==> config.mk <==
export PLATFORM = sky130hd
export DESIGN_NAME = hbfp_top
export DESIGN_NICKNAME = d
export VERILOG_FILES = /design/src/hdl/hbfp_bridge.v /design/src/hdl/hbfp_top.v
export VERILOG_INCLUDE_DIRS = /design/src /design/src/common
export SDC_FILE = /design/constraint.sdc
export NUM_CORES = 1
export LEC_CHECK = 0
export CAP_MARGIN = 20
export CELL_PAD_IN_SITES_DETAIL_PLACEMENT = 0
export CELL_PAD_IN_SITES_GLOBAL_PLACEMENT = 2
export CORE_MARGIN = 1.5
export CORE_UTILIZATION = 38
export CTS_BUF_LIST = sky130_fd_sc_hd__clkbuf_8 sky130_fd_sc_hd__clkbuf_16
export CTS_CLUSTER_DIAMETER = 120
export DETAILED_ROUTE_END_ITERATION = 12
export DONT_BUFFER_PORTS = 1
export PLACE_DENSITY = 0.8
export RECOVER_POWER = 100
export SYNTH_ARGS = -nofsm -noshare
export SYNTH_HDL_FRONTEND = slang
export SYNTH_SLANG_ARGS = --single-unit
==> constraint.sdc <==
create_clock -name hclk -period 2.6 [get_ports hclk]
set_input_delay 0.52 -clock hclk [delete_from_list [all_inputs] [get_ports hclk]]
set_output_delay 0.52 -clock hclk [all_outputs]
set_load 0.01 [all_outputs]
==> src/common/hbfp_map.vh <==
// register map, field positions, reset values and timing counts of the bridge protection block
// Contract
// - high-side short to ground and low-side short to supply are overcurrent events.
// - overcurrent first seen on a switch starts its filter timer, no instant shutdown.
// - filter expiry with fault present latches switch off and sets its overcurrent flag.
// - any per-switch overcurrent or open-load flag also sets load error summary, bit 6.
// - overcurrent flag set keeps switch off; enable bits stay at one.
// - temperature warning latches pre-warn flag bit 1; outputs unchanged.
// - thermal shutdown latches bit 2, all outputs off until host clears flag.
// - undervoltage latches bit 5, outputs off, auto restart when supply recovers.
// - overvoltage latches bit 4, outputs off, auto restart when supply recovers.
// - high and low side of one bridge are never on together.
// - dead time inserted between one transistor off and the other on.
// - open load on active switch latches its flag and load error; output stays.
// - any latched fault flag drives fault_indicator_n low.
`ifndef HBFP_MAP_VH
`define HBFP_MAP_VH

// ---------------------------------------------------------------
// register offsets (word index, byte address bits 7:2)
// ---------------------------------------------------------------
`define HBFP_A_GSTAT 6'h00
`define HBFP_A_OC 6'h01
`define HBFP_A_OL 6'h02
`define HBFP_A_ACT 6'h03
`define HBFP_A_LIVE 6'h04
`define HBFP_A_MASK 6'h05

// ---------------------------------------------------------------
// global status field positions
// ---------------------------------------------------------------
`define HBFP_B_PREWARN 1
`define HBFP_B_TSD 2
`define HBFP_B_OV 4
`define HBFP_B_UV 5
`define HBFP_B_LE 6
`define HBFP_GSTAT_MASK 7'h76

// ---------------------------------------------------------------
// reset values
// ---------------------------------------------------------------
`define HBFP_RST_GSTAT 7'h00
`define HBFP_RST_FLAGS 16'h0000
`define HBFP_RST_ACT 16'h0000
`define HBFP_RST_MASK 7'h00

// ---------------------------------------------------------------
// timing
// ---------------------------------------------------------------
`define HBFP_CLK_NS 25
`define HBFP_DT_HL_NS 1000
`define HBFP_DT_LH_NS 1000
`define HBFP_DT_HL_CYC ((`HBFP_DT_HL_NS + `HBFP_CLK_NS - 1) / `HBFP_CLK_NS)
`define HBFP_DT_LH_CYC ((`HBFP_DT_LH_NS + `HBFP_CLK_NS - 1) / `HBFP_CLK_NS)
`define HBFP_OC_FILT_CYC 12'd400

`endif

==> src/hdl/hbfp_bridge.v <==
// one half-bridge: overcurrent filters, cross-conduction lock and dead time
`timescale 1ns/10ps
`include "hbfp_map.vh"

module hbfp_bridge #(
  parameter [11:0] FILT_CYC = `HBFP_OC_FILT_CYC
) (
  // clock and reset
  input wire hclk,
  input wire hresetn,
  // control
  input wire hs_en,
  input wire ls_en,
  input wire hs_block,
  input wire ls_block,
  // current comparators
  input wire hs_oc_det,
  input wire ls_oc_det,
  // gate drive and trip events
  output reg hs_on_q,
  output reg ls_on_q,
  output reg hs_trip_q,
  output reg ls_trip_q
);

  localparam integer DT_HL_I = `HBFP_DT_HL_CYC;
  localparam integer DT_LH_I = `HBFP_DT_LH_CYC;
  localparam [7:0] DT_HL = DT_HL_I[7:0];
  localparam [7:0] DT_LH = DT_LH_I[7:0];

  reg [11:0] hs_cnt_q;
  reg [11:0] ls_cnt_q;
  reg [7:0] dt_q;
  wire want_hs;
  wire want_ls;
  wire hs_act;
  wire ls_act;
  wire hs_trip;
  wire ls_trip;

  // ---------------------------------------------------------------
  // overcurrent filter
  // ---------------------------------------------------------------
  function [11:0] filt_next;
    input [11:0] c;
    input act;
    begin
      if (!act || c == FILT_CYC - 12'h001) begin
        filt_next = 12'h000;
      end else begin
        filt_next = c + 12'h001;
      end
    end
  endfunction

  assign hs_act = hs_on_q & hs_oc_det;
  assign ls_act = ls_on_q & ls_oc_det;
  assign hs_trip = hs_act && (hs_cnt_q == FILT_CYC - 12'h001);
  assign ls_trip = ls_act && (ls_cnt_q == FILT_CYC - 12'h001);

  // both enables set drives neither side
  assign want_hs = hs_en & ~ls_en & ~hs_block;
  assign want_ls = ls_en & ~hs_en & ~ls_block;

  always @(posedge hclk or negedge hresetn) begin
    if (!hresetn) begin
      hs_cnt_q <= 12'h000;
      ls_cnt_q <= 12'h000;
      hs_trip_q <= 1'b0;
      ls_trip_q <= 1'b0;
    end else begin
      hs_cnt_q <= filt_next(hs_cnt_q, hs_act);
      ls_cnt_q <= filt_next(ls_cnt_q, ls_act);
      hs_trip_q <= hs_trip;
      ls_trip_q <= ls_trip;
    end
  end

  // ---------------------------------------------------------------
  // switch sequencing with dead time
  // ---------------------------------------------------------------
  always @(posedge hclk or negedge hresetn) begin
    if (!hresetn) begin
      hs_on_q <= 1'b0;
      ls_on_q <= 1'b0;
      dt_q <= 8'h00;
    end else if (hs_on_q && (!want_hs || hs_trip)) begin
      hs_on_q <= 1'b0;
      dt_q <= DT_HL;
    end else if (ls_on_q && (!want_ls || ls_trip)) begin
      ls_on_q <= 1'b0;
      dt_q <= DT_LH;
    end else if (dt_q != 8'h00) begin
      dt_q <= dt_q - 8'h01;
    end else if (want_hs && !ls_on_q) begin
      hs_on_q <= 1'b1;
    end else if (want_ls && !hs_on_q) begin
      ls_on_q <= 1'b1;
    end
  end

endmodule // hbfp_bridge

==> src/hdl/hbfp_top.v <==
// fault protection top: ahb-lite registers, fault latching, eight half-bridges
`timescale 1ns/10ps
`include "hbfp_map.vh"

module hbfp_top #(
  parameter [11:0] OC_FILT_CYC = `HBFP_OC_FILT_CYC
) (
  // clock and reset
  input wire hclk,
  input wire hresetn,
  // ahb-lite slave
  input wire hsel,
  input wire [31:0] haddr,
  input wire [1:0] htrans,
  input wire hwrite,
  input wire [2:0] hsize,
  input wire [31:0] hwdata,
  input wire hready,
  output reg [31:0] hrdata,
  output wire hreadyout,
  output wire hresp,
  // per-switch detectors
  input wire [7:0] oc_hs_det,
  input wire [7:0] oc_ls_det,
  input wire [7:0] ol_hs_det,
  input wire [7:0] ol_ls_det,
  // analog monitors
  input wire temp_warn_raw,
  input wire temp_sd_raw,
  input wire supply_uv_raw,
  input wire supply_ov_raw,
  // power stage and indicators
  output wire [7:0] hs_gate,
  output wire [7:0] ls_gate,
  output reg fault_indicator_n,
  output reg irq
);

  // ---------------------------------------------------------------
  // declarations
  // ---------------------------------------------------------------
  reg [3:0] mon_meta_q;
  reg [3:0] mon_sync_q;
  reg [6:0] global_status_one_q;
  reg [6:0] irq_mask_q;
  reg [7:0] high_side_overcurrent_flag_q;
  reg [7:0] low_side_overcurrent_flag_q;
  reg [7:0] high_side_openload_flag_q;
  reg [7:0] low_side_openload_flag_q;
  reg [15:0] bridge_activation_control_q;
  reg dph_valid_q;
  reg dph_write_q;
  reg [5:0] dph_addr_q;
  reg [6:0] gstat_d;
  reg [6:0] gstat_set;
  reg [31:0] rd_word_d;
  wire [7:0] high_side_enable;
  wire [7:0] low_side_enable;
  wire [7:0] hs_trip;
  wire [7:0] ls_trip;
  wire [7:0] hs_ol_set;
  wire [7:0] ls_ol_set;
  wire temp_prewarn_live;
  wire temp_sd_live;
  wire supply_uv_live;
  wire supply_ov_live;
  wire outputs_off;
  wire wr_en;
  wire [6:0] gstat_clr;
  wire [15:0] oc_clr;
  wire [15:0] ol_clr;
  wire [15:0] oc_flags;
  wire [15:0] ol_flags;
  wire [15:0] oc_next;
  wire [15:0] ol_next;
  wire any_flag;
  wire [15:0] act_d;
  wire [6:0] mask_d;

  // ---------------------------------------------------------------
  // helpers
  // ---------------------------------------------------------------
  // sticky flag update, a set in the clearing cycle wins
  function [15:0] sticky_next;
    input [15:0] q;
    input [15:0] set;
    input [15:0] clr;
    begin
      sticky_next = (q & ~clr) | set;
    end
  endfunction

  function is_write;
    input [5:0] a;
    input [5:0] target;
    input en;
    begin
      is_write = en && (a == target);
    end
  endfunction

  // ---------------------------------------------------------------
  // ahb-lite slave, zero wait states
  // ---------------------------------------------------------------
  assign hreadyout = 1'b1;
  assign hresp = 1'b0;

  always @(posedge hclk or negedge hresetn) begin
    if (!hresetn) begin
      dph_valid_q <= 1'b0;
      dph_write_q <= 1'b0;
      dph_addr_q <= 6'h00;
    end else if (hready) begin
      dph_valid_q <= hsel & htrans[1];
      dph_write_q <= hwrite;
      dph_addr_q <= haddr[7:2];
    end
  end

  assign wr_en = dph_valid_q & dph_write_q;

  // read word as the register will stand after this edge
  always @* begin
    rd_word_d = 32'h0000_0000;
    case (haddr[7:2])
      `HBFP_A_GSTAT: rd_word_d = {25'h000_0000, gstat_d};
      `HBFP_A_OC: rd_word_d = {16'h0000, oc_next};
      `HBFP_A_OL: rd_word_d = {16'h0000, ol_next};
      `HBFP_A_ACT: rd_word_d = {16'h0000, act_d};
      `HBFP_A_LIVE: rd_word_d = {12'h000, mon_sync_q, ls_gate, hs_gate};
      `HBFP_A_MASK: rd_word_d = {25'h000_0000, mask_d};
      default: rd_word_d = 32'h0000_0000;
    endcase
  end

  // read data loaded as the address phase is taken; a write in flight is seen
  always @(posedge hclk or negedge hresetn) begin
    if (!hresetn) begin
      hrdata <= 32'h0000_0000;
    end else if (hready) begin
      if (hsel && htrans[1] && !hwrite) begin
        hrdata <= rd_word_d;
      end else begin
        hrdata <= 32'h0000_0000;
      end
    end
  end

  // ---------------------------------------------------------------
  // monitor synchroniser
  // ---------------------------------------------------------------
  always @(posedge hclk or negedge hresetn) begin
    if (!hresetn) begin
      mon_meta_q <= 4'h0;
      mon_sync_q <= 4'h0;
    end else begin
      mon_meta_q <= {supply_ov_raw, supply_uv_raw, temp_sd_raw, temp_warn_raw};
      mon_sync_q <= mon_meta_q;
    end
  end

  assign temp_prewarn_live = mon_sync_q[0];
  assign temp_sd_live = mon_sync_q[1];
  assign supply_uv_live = mon_sync_q[2];
  assign supply_ov_live = mon_sync_q[3];

  // ---------------------------------------------------------------
  // activation control and mask
  // ---------------------------------------------------------------
  assign act_d = is_write(dph_addr_q, `HBFP_A_ACT, wr_en) ? hwdata[15:0] :
                 bridge_activation_control_q;
  assign mask_d = is_write(dph_addr_q, `HBFP_A_MASK, wr_en) ?
                  (hwdata[6:0] & `HBFP_GSTAT_MASK) : irq_mask_q;

  always @(posedge hclk or negedge hresetn) begin
    if (!hresetn) begin
      bridge_activation_control_q <= `HBFP_RST_ACT;
      irq_mask_q <= `HBFP_RST_MASK;
    end else begin
      // fault events never touch the enable bits
      bridge_activation_control_q <= act_d;
      irq_mask_q <= mask_d;
    end
  end

  assign high_side_enable = bridge_activation_control_q[7:0];
  assign low_side_enable = bridge_activation_control_q[15:8];

  // ---------------------------------------------------------------
  // per-switch flags
  // ---------------------------------------------------------------
  assign oc_flags = {low_side_overcurrent_flag_q, high_side_overcurrent_flag_q};
  assign ol_flags = {low_side_openload_flag_q, high_side_openload_flag_q};
  assign oc_clr = is_write(dph_addr_q, `HBFP_A_OC, wr_en) ? hwdata[15:0] : 16'h0000;
  assign ol_clr = is_write(dph_addr_q, `HBFP_A_OL, wr_en) ? hwdata[15:0] : 16'h0000;
  assign hs_ol_set = ol_hs_det & hs_gate;
  assign ls_ol_set = ol_ls_det & ls_gate;
  assign oc_next = sticky_next(oc_flags, {ls_trip, hs_trip}, oc_clr);
  assign ol_next = sticky_next(ol_flags, {ls_ol_set, hs_ol_set}, ol_clr);

  always @(posedge hclk or negedge hresetn) begin
    if (!hresetn) begin
      high_side_overcurrent_flag_q <= 8'h00;
      low_side_overcurrent_flag_q <= 8'h00;
      high_side_openload_flag_q <= 8'h00;
      low_side_openload_flag_q <= 8'h00;
    end else begin
      high_side_overcurrent_flag_q <= oc_next[7:0];
      low_side_overcurrent_flag_q <= oc_next[15:8];
      high_side_openload_flag_q <= ol_next[7:0];
      low_side_openload_flag_q <= ol_next[15:8];
    end
  end

  // ---------------------------------------------------------------
  // global status
  // ---------------------------------------------------------------
  assign gstat_clr = is_write(dph_addr_q, `HBFP_A_GSTAT, wr_en) ?
                     (hwdata[6:0] & `HBFP_GSTAT_MASK) : 7'h00;

  always @* begin
    gstat_set = 7'h00;
    gstat_set[`HBFP_B_PREWARN] = temp_prewarn_live;
    gstat_set[`HBFP_B_TSD] = temp_sd_live;
    gstat_set[`HBFP_B_OV] = supply_ov_live;
    gstat_set[`HBFP_B_UV] = supply_uv_live;
    gstat_set[`HBFP_B_LE] = (|hs_trip) | (|ls_trip) | (|hs_ol_set) | (|ls_ol_set);
    gstat_d = (global_status_one_q & ~gstat_clr) | gstat_set;
  end

  always @(posedge hclk or negedge hresetn) begin
    if (!hresetn) begin
      global_status_one_q <= `HBFP_RST_GSTAT;
    end else begin
      global_status_one_q <= gstat_d;
    end
  end

  // thermal shutdown holds until cleared, supply faults follow the live level
  assign outputs_off = global_status_one_q[`HBFP_B_TSD] |
                       supply_uv_live |
                       supply_ov_live;

  // ---------------------------------------------------------------
  // fault pin and interrupt
  // ---------------------------------------------------------------
  assign any_flag = (|global_status_one_q) | (|oc_flags) | (|ol_flags);

  always @(posedge hclk or negedge hresetn) begin
    if (!hresetn) begin
      fault_indicator_n <= 1'b1;
      irq <= 1'b0;
    end else begin
      fault_indicator_n <= ~any_flag;
      irq <= |(global_status_one_q & irq_mask_q);
    end
  end

  // ---------------------------------------------------------------
  // half-bridges
  // ---------------------------------------------------------------
  genvar gi;
  generate
    for (gi = 0; gi < 8; gi = gi + 1) begin : g_bridge
      hbfp_bridge #(
        .FILT_CYC(OC_FILT_CYC)
      ) u_bridge (
        .hclk(hclk),
        .hresetn(hresetn),
        .hs_en(high_side_enable[gi]),
        .ls_en(low_side_enable[gi]),
        .hs_block(high_side_overcurrent_flag_q[gi] | outputs_off),
        .ls_block(low_side_overcurrent_flag_q[gi] | outputs_off),
        .hs_oc_det(oc_hs_det[gi]),
        .ls_oc_det(oc_ls_det[gi]),
        .hs_on_q(hs_gate[gi]),
        .ls_on_q(ls_gate[gi]),
        .hs_trip_q(hs_trip[gi]),
        .ls_trip_q(ls_trip[gi])
      );
    end
  endgenerate

endmodule // hbfp_top

==> flow_summary.json, run 1 <==
{
  "status": "finished, violations left",
  "failed_checks": "hold timing",
  "cp-start-kind": "register",
  "drive_gt1_frac": 0.08172,
  "netlist_top_cells_count": "385 x dfrtp_1, 295 x nor2_1, 126 x xnor2_1, 110 x nand2_1, 104 x nand3_1",
  "vias": 12460,
  "drt-initial-drc-count": 791,
  "syn_inst": 1752,
  "final_util": 0.4350,
  "synth_edf_count": 0,
  "netlist_top_cells_area": "dfrtp_1 53%, nor2_1 6.1%, xnor2_1 6.1%, xor2_1 3.4%, nand3_1 2.9%",
  "preCtsSetupSlack_ns": 0.04527,
  "rsz0062_at_grt": "yes",
  "drc_errors": 0,
  "hold_class": "in -> async",
  "clock_skew_ns": 0.02074,
  "fp.dieH_um": 221.3,
  "finalSetupViolCount": 0,
  "start_util": 0.3873,
  "ir_drop_mv": 0.5220,
  "post-synth-top-count-cell": "dfrtp_1",
  "drt_pass1_iterations": 6,
  "num_rows": 79,
  "setup_slack_ns": 0.05708,
  "grt_max_degree": 387,
  "hold_viol": 385,
  "max-clock-path-buffers": 3,
  "path_cells": "or4b_4 -> nor3_4 -> buf_12 -> mux2_2 -> a221o_1 -> o32a_1",
  "p_leak_nw": 8.785,
  "cts_buffers": 44,
  "avgSynthCellArea_um2": 10.34,
  "grt.overflow.total": 0,
  "period_share": 0.9780,
  "areaGrowthSynthToFinish_pct": 12.31,
  "cts_hold_buf": 4,
  "seq_area_frac_synth": 0.5335,
  "dp.cells": 2329,
  "wl_met1_mm": 19.37,
  "worstSkewPairLatency_ns": 0.56,
  "whs_ns": -0.3136,
  "arrival_ns": 2.98,
  "routedWlPerCell_um": 18.21,
  "grt_pass1_wl_mm": 70.97,
  "numPortBuffers": 0,
  "ys_seq_elements": 386,
  "highest_layer": "met4",
  "die_w_um": 221.3,
  "viasPerCell": 5.153,
  "syn_area_mm2": 0.01811,
  "fmax_mhz": 393.2,
  "clk_pin_slew_worst_paths_ns": 0.06,
  "ys_dominant_reg_cell": "dfrtp_1",
  "cts_tree": "yes",
  "place.gp.congestion": 0.8193,
  "required_ns": 3.04,
  "drv_cap": 0,
  "dp_hpwl_mm": 30.18,
  "synth_warnings": 0,
  "slew_headroom": 0.2054,
  "core_mm2": 0.04675,
  "antenna_cells": 0,
  "yosys.area.top_type_share": 0.5320,
  "final_antenna_net_count": 0,
  "synth_top_area_cell": "dfrtp_1",
  "fin_total_pwr_mw": 14.88,
  "antenna_found_initial": 1,
  "numClockSinks": 386,
  "worstMarginPinSlew_ns": 1.192,
  "slew_viol_final": 0,
  "final_nets": 1919,
  "fin_cells": 2418,
  "path_max_fanout": 15,
  "crit_type": "reg -> reg",
  "ys_types": 62,
  "postSynth.asyncResetShare": 1.000,
  "met3WireLength_mm": 3.214,
  "grt_pass1_vias": 12660,
  "io_pins": 162,
  "h-tree-depth": 2,
  "grtUsageTotal": 0.1823,
  "endpoint_kind": "register",
  "period_minus_slack_ns": 2.543,
  "power_density_mw_per_mm2": 731.6,
  "wl_mm": 44.03,
  "dr_wl_met2_mm": 20.61,
  "cpMaxStageDelayCell": "or4b_4",
  "critPathMaxStageDelay_ns": 0.60,
  "die_area_mm2": 0.04897,
  "ctsRootBufferMaster": "clkbuf_16"
}
[critical path: cells and delay by family (launching register included)]
kind / cells / cell delay [ns]
AOI/OAI and AO/OA: 2 / 0.66
muxes: 1 / 0.35
and+or+nand+nor: 2 / 0.82
DFF: 1 / 0.39
buffers and inverters: 1 / 0.19
[where the power goes]
group	internal (mW)	switching, mW
clock	3.80	2.49
sequential	6.57	0.526
combinational	0.752	0.742
total	11.1	3.75
[layout make-up]
class	count	area [µm²]
inverter	62	232.7
fill	4459	26420
timing repair buffer	45	332.8
clock inverter	22	177.7
clock buffer	58	1305
tap	607	759.5
multi-input combinational	1238	7870
sequential	386	9661
[registers in the layout (all words and copies together) (netlist names), 4 cells and up]
register / flops
dph_addr_q: 6
bridge_activation_control_q: 16
g_bridge.u_bridge.ls_trip_q: 8
g_bridge.u_bridge.dt_q: 64
low_side_openload_flag_q: 8
g_bridge.u_bridge.hs_trip_q: 8
high_side_openload_flag_q: 8
irq_mask_q: 7
global_status_one_q: 5
g_bridge.u_bridge.hs_cnt_q: 96
hrdata: 20
g_bridge.u_bridge.ls_cnt_q: 96
mon_meta_q: 4
mon_sync_q: 4
high_side_overcurrent_flag_q: 8
g_bridge.u_bridge.hs_on_q: 8
g_bridge.u_bridge.ls_on_q: 8
low_side_overcurrent_flag_q: 8
[per-layer routing]
layer	GRT usage	vias up
met5	0	-
met4	0.05250	0
met3	0.05471	57
met2	0.2979	228
met1	0.2335	6118
li1	-	6056
[what timing repair did]
action                                  4_1_cts  5_1_grt
endpoints found under the setup margin        0        9
endpoints found under the hold margin       390      386
resized for setup                             0        5
setup buffers                                 0        5
[final timing paths]
check	startpoint	slack, ns	endpoint	depth (start not counted)
setup / recovery	dph_addr_q[3]$_DFFE_PN0P_	0.06	hrdata[5]$_DFFE_PN0P_	6
hold / removal	hresetn	-0.31	g_bridge[7].u_bridge.ls_cnt_q[2]$_DFF_PN0_	0
setup reg to reg	dph_addr_q[3]$_DFFE_PN0P_	0.06	hrdata[5]$_DFFE_PN0P_	6
hold reg to reg	mon_meta_q[2]$_DFF_PN0_	0.35	mon_sync_q[2]$_DFF_PN0_	0
max in group asynchronous	hresetn	1.96	g_bridge[3].u_bridge.dt_q[2]$_DFFE_PN0P_	0
min in group hclk	oc_hs_det[1]	0.06	g_bridge[1].u_bridge.hs_trip_q$_DFF_PN0_	2
[placed cells by master (no fill, tap or decap), types with 11 or more instances in the layout]
cell type	n
dfrtp_1	385
nor2_1	294
xnor2_1	126
nand2_1	110
nand3_1	104
and3_1	75
xor2_1	71
inv_1	70
clkbuf_16	45
a22o_1	40
nor4_1	39
nor3_1	37
ha_1	32
a21o_1	27
buf_4	24
a21oi_1	23
mux2_2	22
or3_1	17
nand2b_1	16
o21ai_0	14
conb_1	14
clkbuf_1	14
clkbuf_8	13
nand4_1	12
a31oi_1	11
[stage by stage]
stage	cell area, µm²	hold slack (ns)	TNS (ns)
6_report	20340	-0.3136	0
5_1_grt	20340	-0.3467	-0.2164
4_1_cts	20340	-0.3368	0
3_5_place_dp	18810	0.2582	0
3_3_place_gp	18810	0.2550	0
2_1_floorplan	18150	0.2244	0
[cells by family after synthesis]
family,Yosys count,synth area share
flip-flops,386,0.5335
multiplexers,32,0.01962
AO/OA/AOI/OAI,181,0.07780
other,2,0.0004147
adder cells (fa/ha/maj),32,0.02211
AND/OR/NAND/NOR,782,0.2151
XOR/XNOR,197,0.09528
buffers and inverters,140,0.03621
No activity file was read; power rests on OpenSTA's default activity.
==> run 2, diff against run 1 <==
Settings changed: ABC_AREA set to 1, CORE_UTILIZATION 38 to 35.
==> run 2 against run 1 <==
The flow still finishes with violations (hold timing). Wire length grew 9.5%. First-iteration DRC count up 2.9%. Cell count rose by 30%. Sequential share of layout area fell by 1.9 points. Highest routed layer is now met5. Non-clock buffer count fell by 22. Flip-flop and latch count is the same. Via count increased by 20%. Area after synthesis rose by 5.5%. Largest power group unchanged. Clock power up 2%.
==> flow_summary.json, run 2 <==
{
  "status": "finished, violations left",
  "failed_checks": "hold timing",
  "place.gp.congestion": 0.8006,
  "syn_area_mm2": 0.01911,
  "whs_ns": -0.3597,
  "numClockSinks": 386,
  "clock_skew_ns": 0.01211,
  "tns_ns": 0,
  "slew_viol_final": 0,
  "synth_warnings": 0,
  "finalSetupViolCount": 0,
  "netlist_top_cells_area": "dfrtp_1 50%, nand2_1 12%, nor2_1 6.6%, inv_1 5.8%, nand3_1 3.3%",
  "crit_type": "reg -> reg",
  "period_share": 0.8432,
  "p_leak_nw": 10.20,
  "numPortBuffers": 0,
  "r2r_cells": 9,
  "max-clock-path-buffers": 3,
  "num-fill-cells": 5554,
  "cp_num_buf_inv": 3,
  "final_common_cell": "nand2_1",
  "cts_setup_buffers": 0,
  "setup_slack_ns": 0.4077,
  "drv_cap": 0,
  "grt_pass1_wl_mm": 78.53,
  "mostFrequentLayoutCells": "637 x nand2_1, 385 x dfrtp_1, 341 x nor2_1, 315 x inv_1, 125 x nand3_1",
  "critical_path.top_delay_family": "simple AND/OR/NAND/NOR gates",
  "drc_errors": 0,
  "final_antenna_net_count": 0,
  "drt-initial-drc-count": 814,
  "drt_pass1_iterations": 5,
  "synth_top_area_cell": "dfrtp_1",
  "h-tree-depth": 2,
  "cts_tree": "yes",
  "slew_headroom": 0.09874,
  "fp.dieH_um": 236.6,
  "hold_viol": 385,
  "ys_seq_elements": 386,
  "endpoint_kind": "register",
  "grt_max_degree": 387,
  "worstMarginPinSlew_ns": 1.352,
  "antenna_found_initial": 7,
  "netlist_top_cells_count": "634 x nand2_1, 385 x dfrtp_1, 336 x nor2_1, 296 x inv_1, 125 x nand3_1",
  "drive_gt1_frac": 0.03686,
  "final_nets": 2551,
  "postSynth.asyncResetShare": 1.000,
  "areaGrowthSynthToFinish_pct": 11.00,
  "vias": 15000,
  "grt_pass1_vias": 14630,
  "cp-start-kind": "register",
  "critPathMaxStageDelay_ns": 0.36,
  "top_regs": "g_bridge.u_bridge.hs_cnt_q x96, g_bridge.u_bridge.ls_cnt_q x96, g_bridge.u_bridge.dt_q x64",
  "core_mm2": 0.05392,
  "die_area_mm2": 0.05600,
  "arrival_ns": 2.69,
  "num_rows": 85,
  "die_w_um": 236.6,
  "timing.rr.start": "mon_sync_q[3]$_DFF_PN0_",
  "path_max_fanout": 13,
  "yosys.area.top_type_share": 0.5043,
  "ir_drop_mv": 0.4644,
  "ys_types": 39,
  "cts_hold_buf": 4,
  "viasPerCell": 4.776,
  "grt.overflow.total": 0,
  "required_ns": 3.10,
  "seq_area_frac_synth": 0.5056,
  "ctsRootBufferMaster": "clkbuf_16",
  "cts_resized": 0,
  "cts_buffers": 47,
  "period_minus_slack_ns": 2.192,
  "preCtsSetupSlack_ns": 0.5174,
  "ys_dominant_reg_cell": "dfrtp_1",
  "cpMaxStageDelayCell": "dfrtp_1",
  "clk_pin_slew_worst_paths_ns": 0.06,
  "post-synth-top-count-cell": "nand2_1",
  "rsz0062_at_grt": "no",
  "routedWlPerCell_um": 15.35,
  "wl_mm": 48.19,
  "syn_inst": 2386,
  "dp_hpwl_mm": 34.64,
  "grtUsageTotal": 0.1760,
  "r2r_slack_ns": 0.41,
  "power_density_mw_per_mm2": 729.3,
  "r2r-end": "g_bridge[2].u_bridge.dt_q[2]$_DFFE_PN0P_",
  "hold_class": "in -> async",
  "worstSkewPairLatency_ns": 0.58,
  "fmax_mhz": 456.1,
  "path_cells": "inv_1 -> nand2_2 -> inv_2 -> nand4_1 -> nand2_1 -> nand2_1 -> nor2_1 -> clkinv_1 -> nor2_1",
  "synth_edf_count": 0,
  "start_util": 0.3543,
  "avgSynthCellArea_um2": 8.007,
  "io_pins": 162
}
-- run 2: logic make-up (layout without fill, tap and decap cells) --
family	after synthesis	after routing	synth area share
AO/OA/AOI/OAI	165	165	0.05056
XOR/XNOR	64	64	0.02934
adder cells (fa/ha/maj)	32	32	0.02096
buffers and inverters	362	406	0.08003
flip-flops	386	386	0.5056
other	2	16	0.0003931
AND/OR/NAND/NOR	1375	1375	0.3131
-- run 2: where the power goes --
part / switching (mW) / leakage [nW] / total, mW / internal [mW]
Sequential: 0.425 / 5.07 / 7.00 / 6.58
Clock: 2.57 / 0.809 / 6.42 / 3.85
Combinational: 1.18 / 4.32 / 2.04 / 0.860
-- run 2: cell type report --
class                      instances  area (µm²)  area share
clock buffer                      59        1364     0.06431
multi-input combinational       1650        7875      0.3713
tap                              696       870.8     0.04106
timing repair buffer              23       157.7    0.007434
clock inverter                    23       145.1    0.006844
inverter                         301        1130     0.05327
antenna                            2       5.005   0.0002360
sequential                       386        9661      0.4555
-- run 2: worst register-to-register path, cell delays in order, from the launching register on --
cell      delay [ns]
dfrtp_1         0.36
inv_1           0.18
nand2_2         0.23
inv_2           0.32
nand4_1         0.24
nand2_1         0.14
nand2_1         0.11
nor2_1          0.25
clkinv_1        0.18
nor2_1          0.12
-- run 2: stage by stage --
stage	hold slack, ns	cell area, µm²	util	std cells	power [mW]
6_report	-0.3597	21210	0.3933	3140	15.47
2_1_floorplan	0.2244	19150	-	2398	8.756
4_1_cts	-0.3719	21340	0.3958	3138	15.76
3_3_place_gp	0.2434	19790	0.3670	3052	9.127
3_5_place_dp	0.2589	19790	0.3670	3052	9.193
5_1_grt	-0.4001	21210	0.3933	3139	16.37
-- run 2: worst max-delay path by stage --
| stage | start | endpoint | slack [ns] | cells past startpoint |
|---|---|---|---|---|
| final | mon_sync_q[3]$_DFF_PN0_ | g_bridge[2].u_bridge.dt_q[2]$_DFFE_PN0P_ | 0.41 | 9 |
| after global routing | mon_sync_q[3]$_DFF_PN0_ | g_bridge[2].u_bridge.dt_q[2]$_DFFE_PN0P_ | 0.18 | 9 |
| after CTS | mon_sync_q[3]$_DFF_PN0_ | g_bridge[2].u_bridge.dt_q[2]$_DFFE_PN0P_ | 0.51 | 9 |
| after detailed placement | mon_sync_q[3]$_DFF_PN0_ | g_bridge[2].u_bridge.dt_q[2]$_DFFE_PN0P_ | 0.52 | 9 |
| after global placement | dph_addr_q[4]$_DFFE_PN0P_ | hrdata[0]$_DFFE_PN0P_ | 0.57 | 11 |
| after floorplan | haddr[7] | hrdata[5]$_DFFE_PN0P_ | 1.06 | 10 |
-- run 2: metal layers --
metal  wire (µm)  up-vias  track usage
li1            -     7622            -
met1       22370     7103       0.2334
met2       22110      193       0.2840
met3        2785       68      0.04978
met4         863       10      0.04196
met5          67        -            0
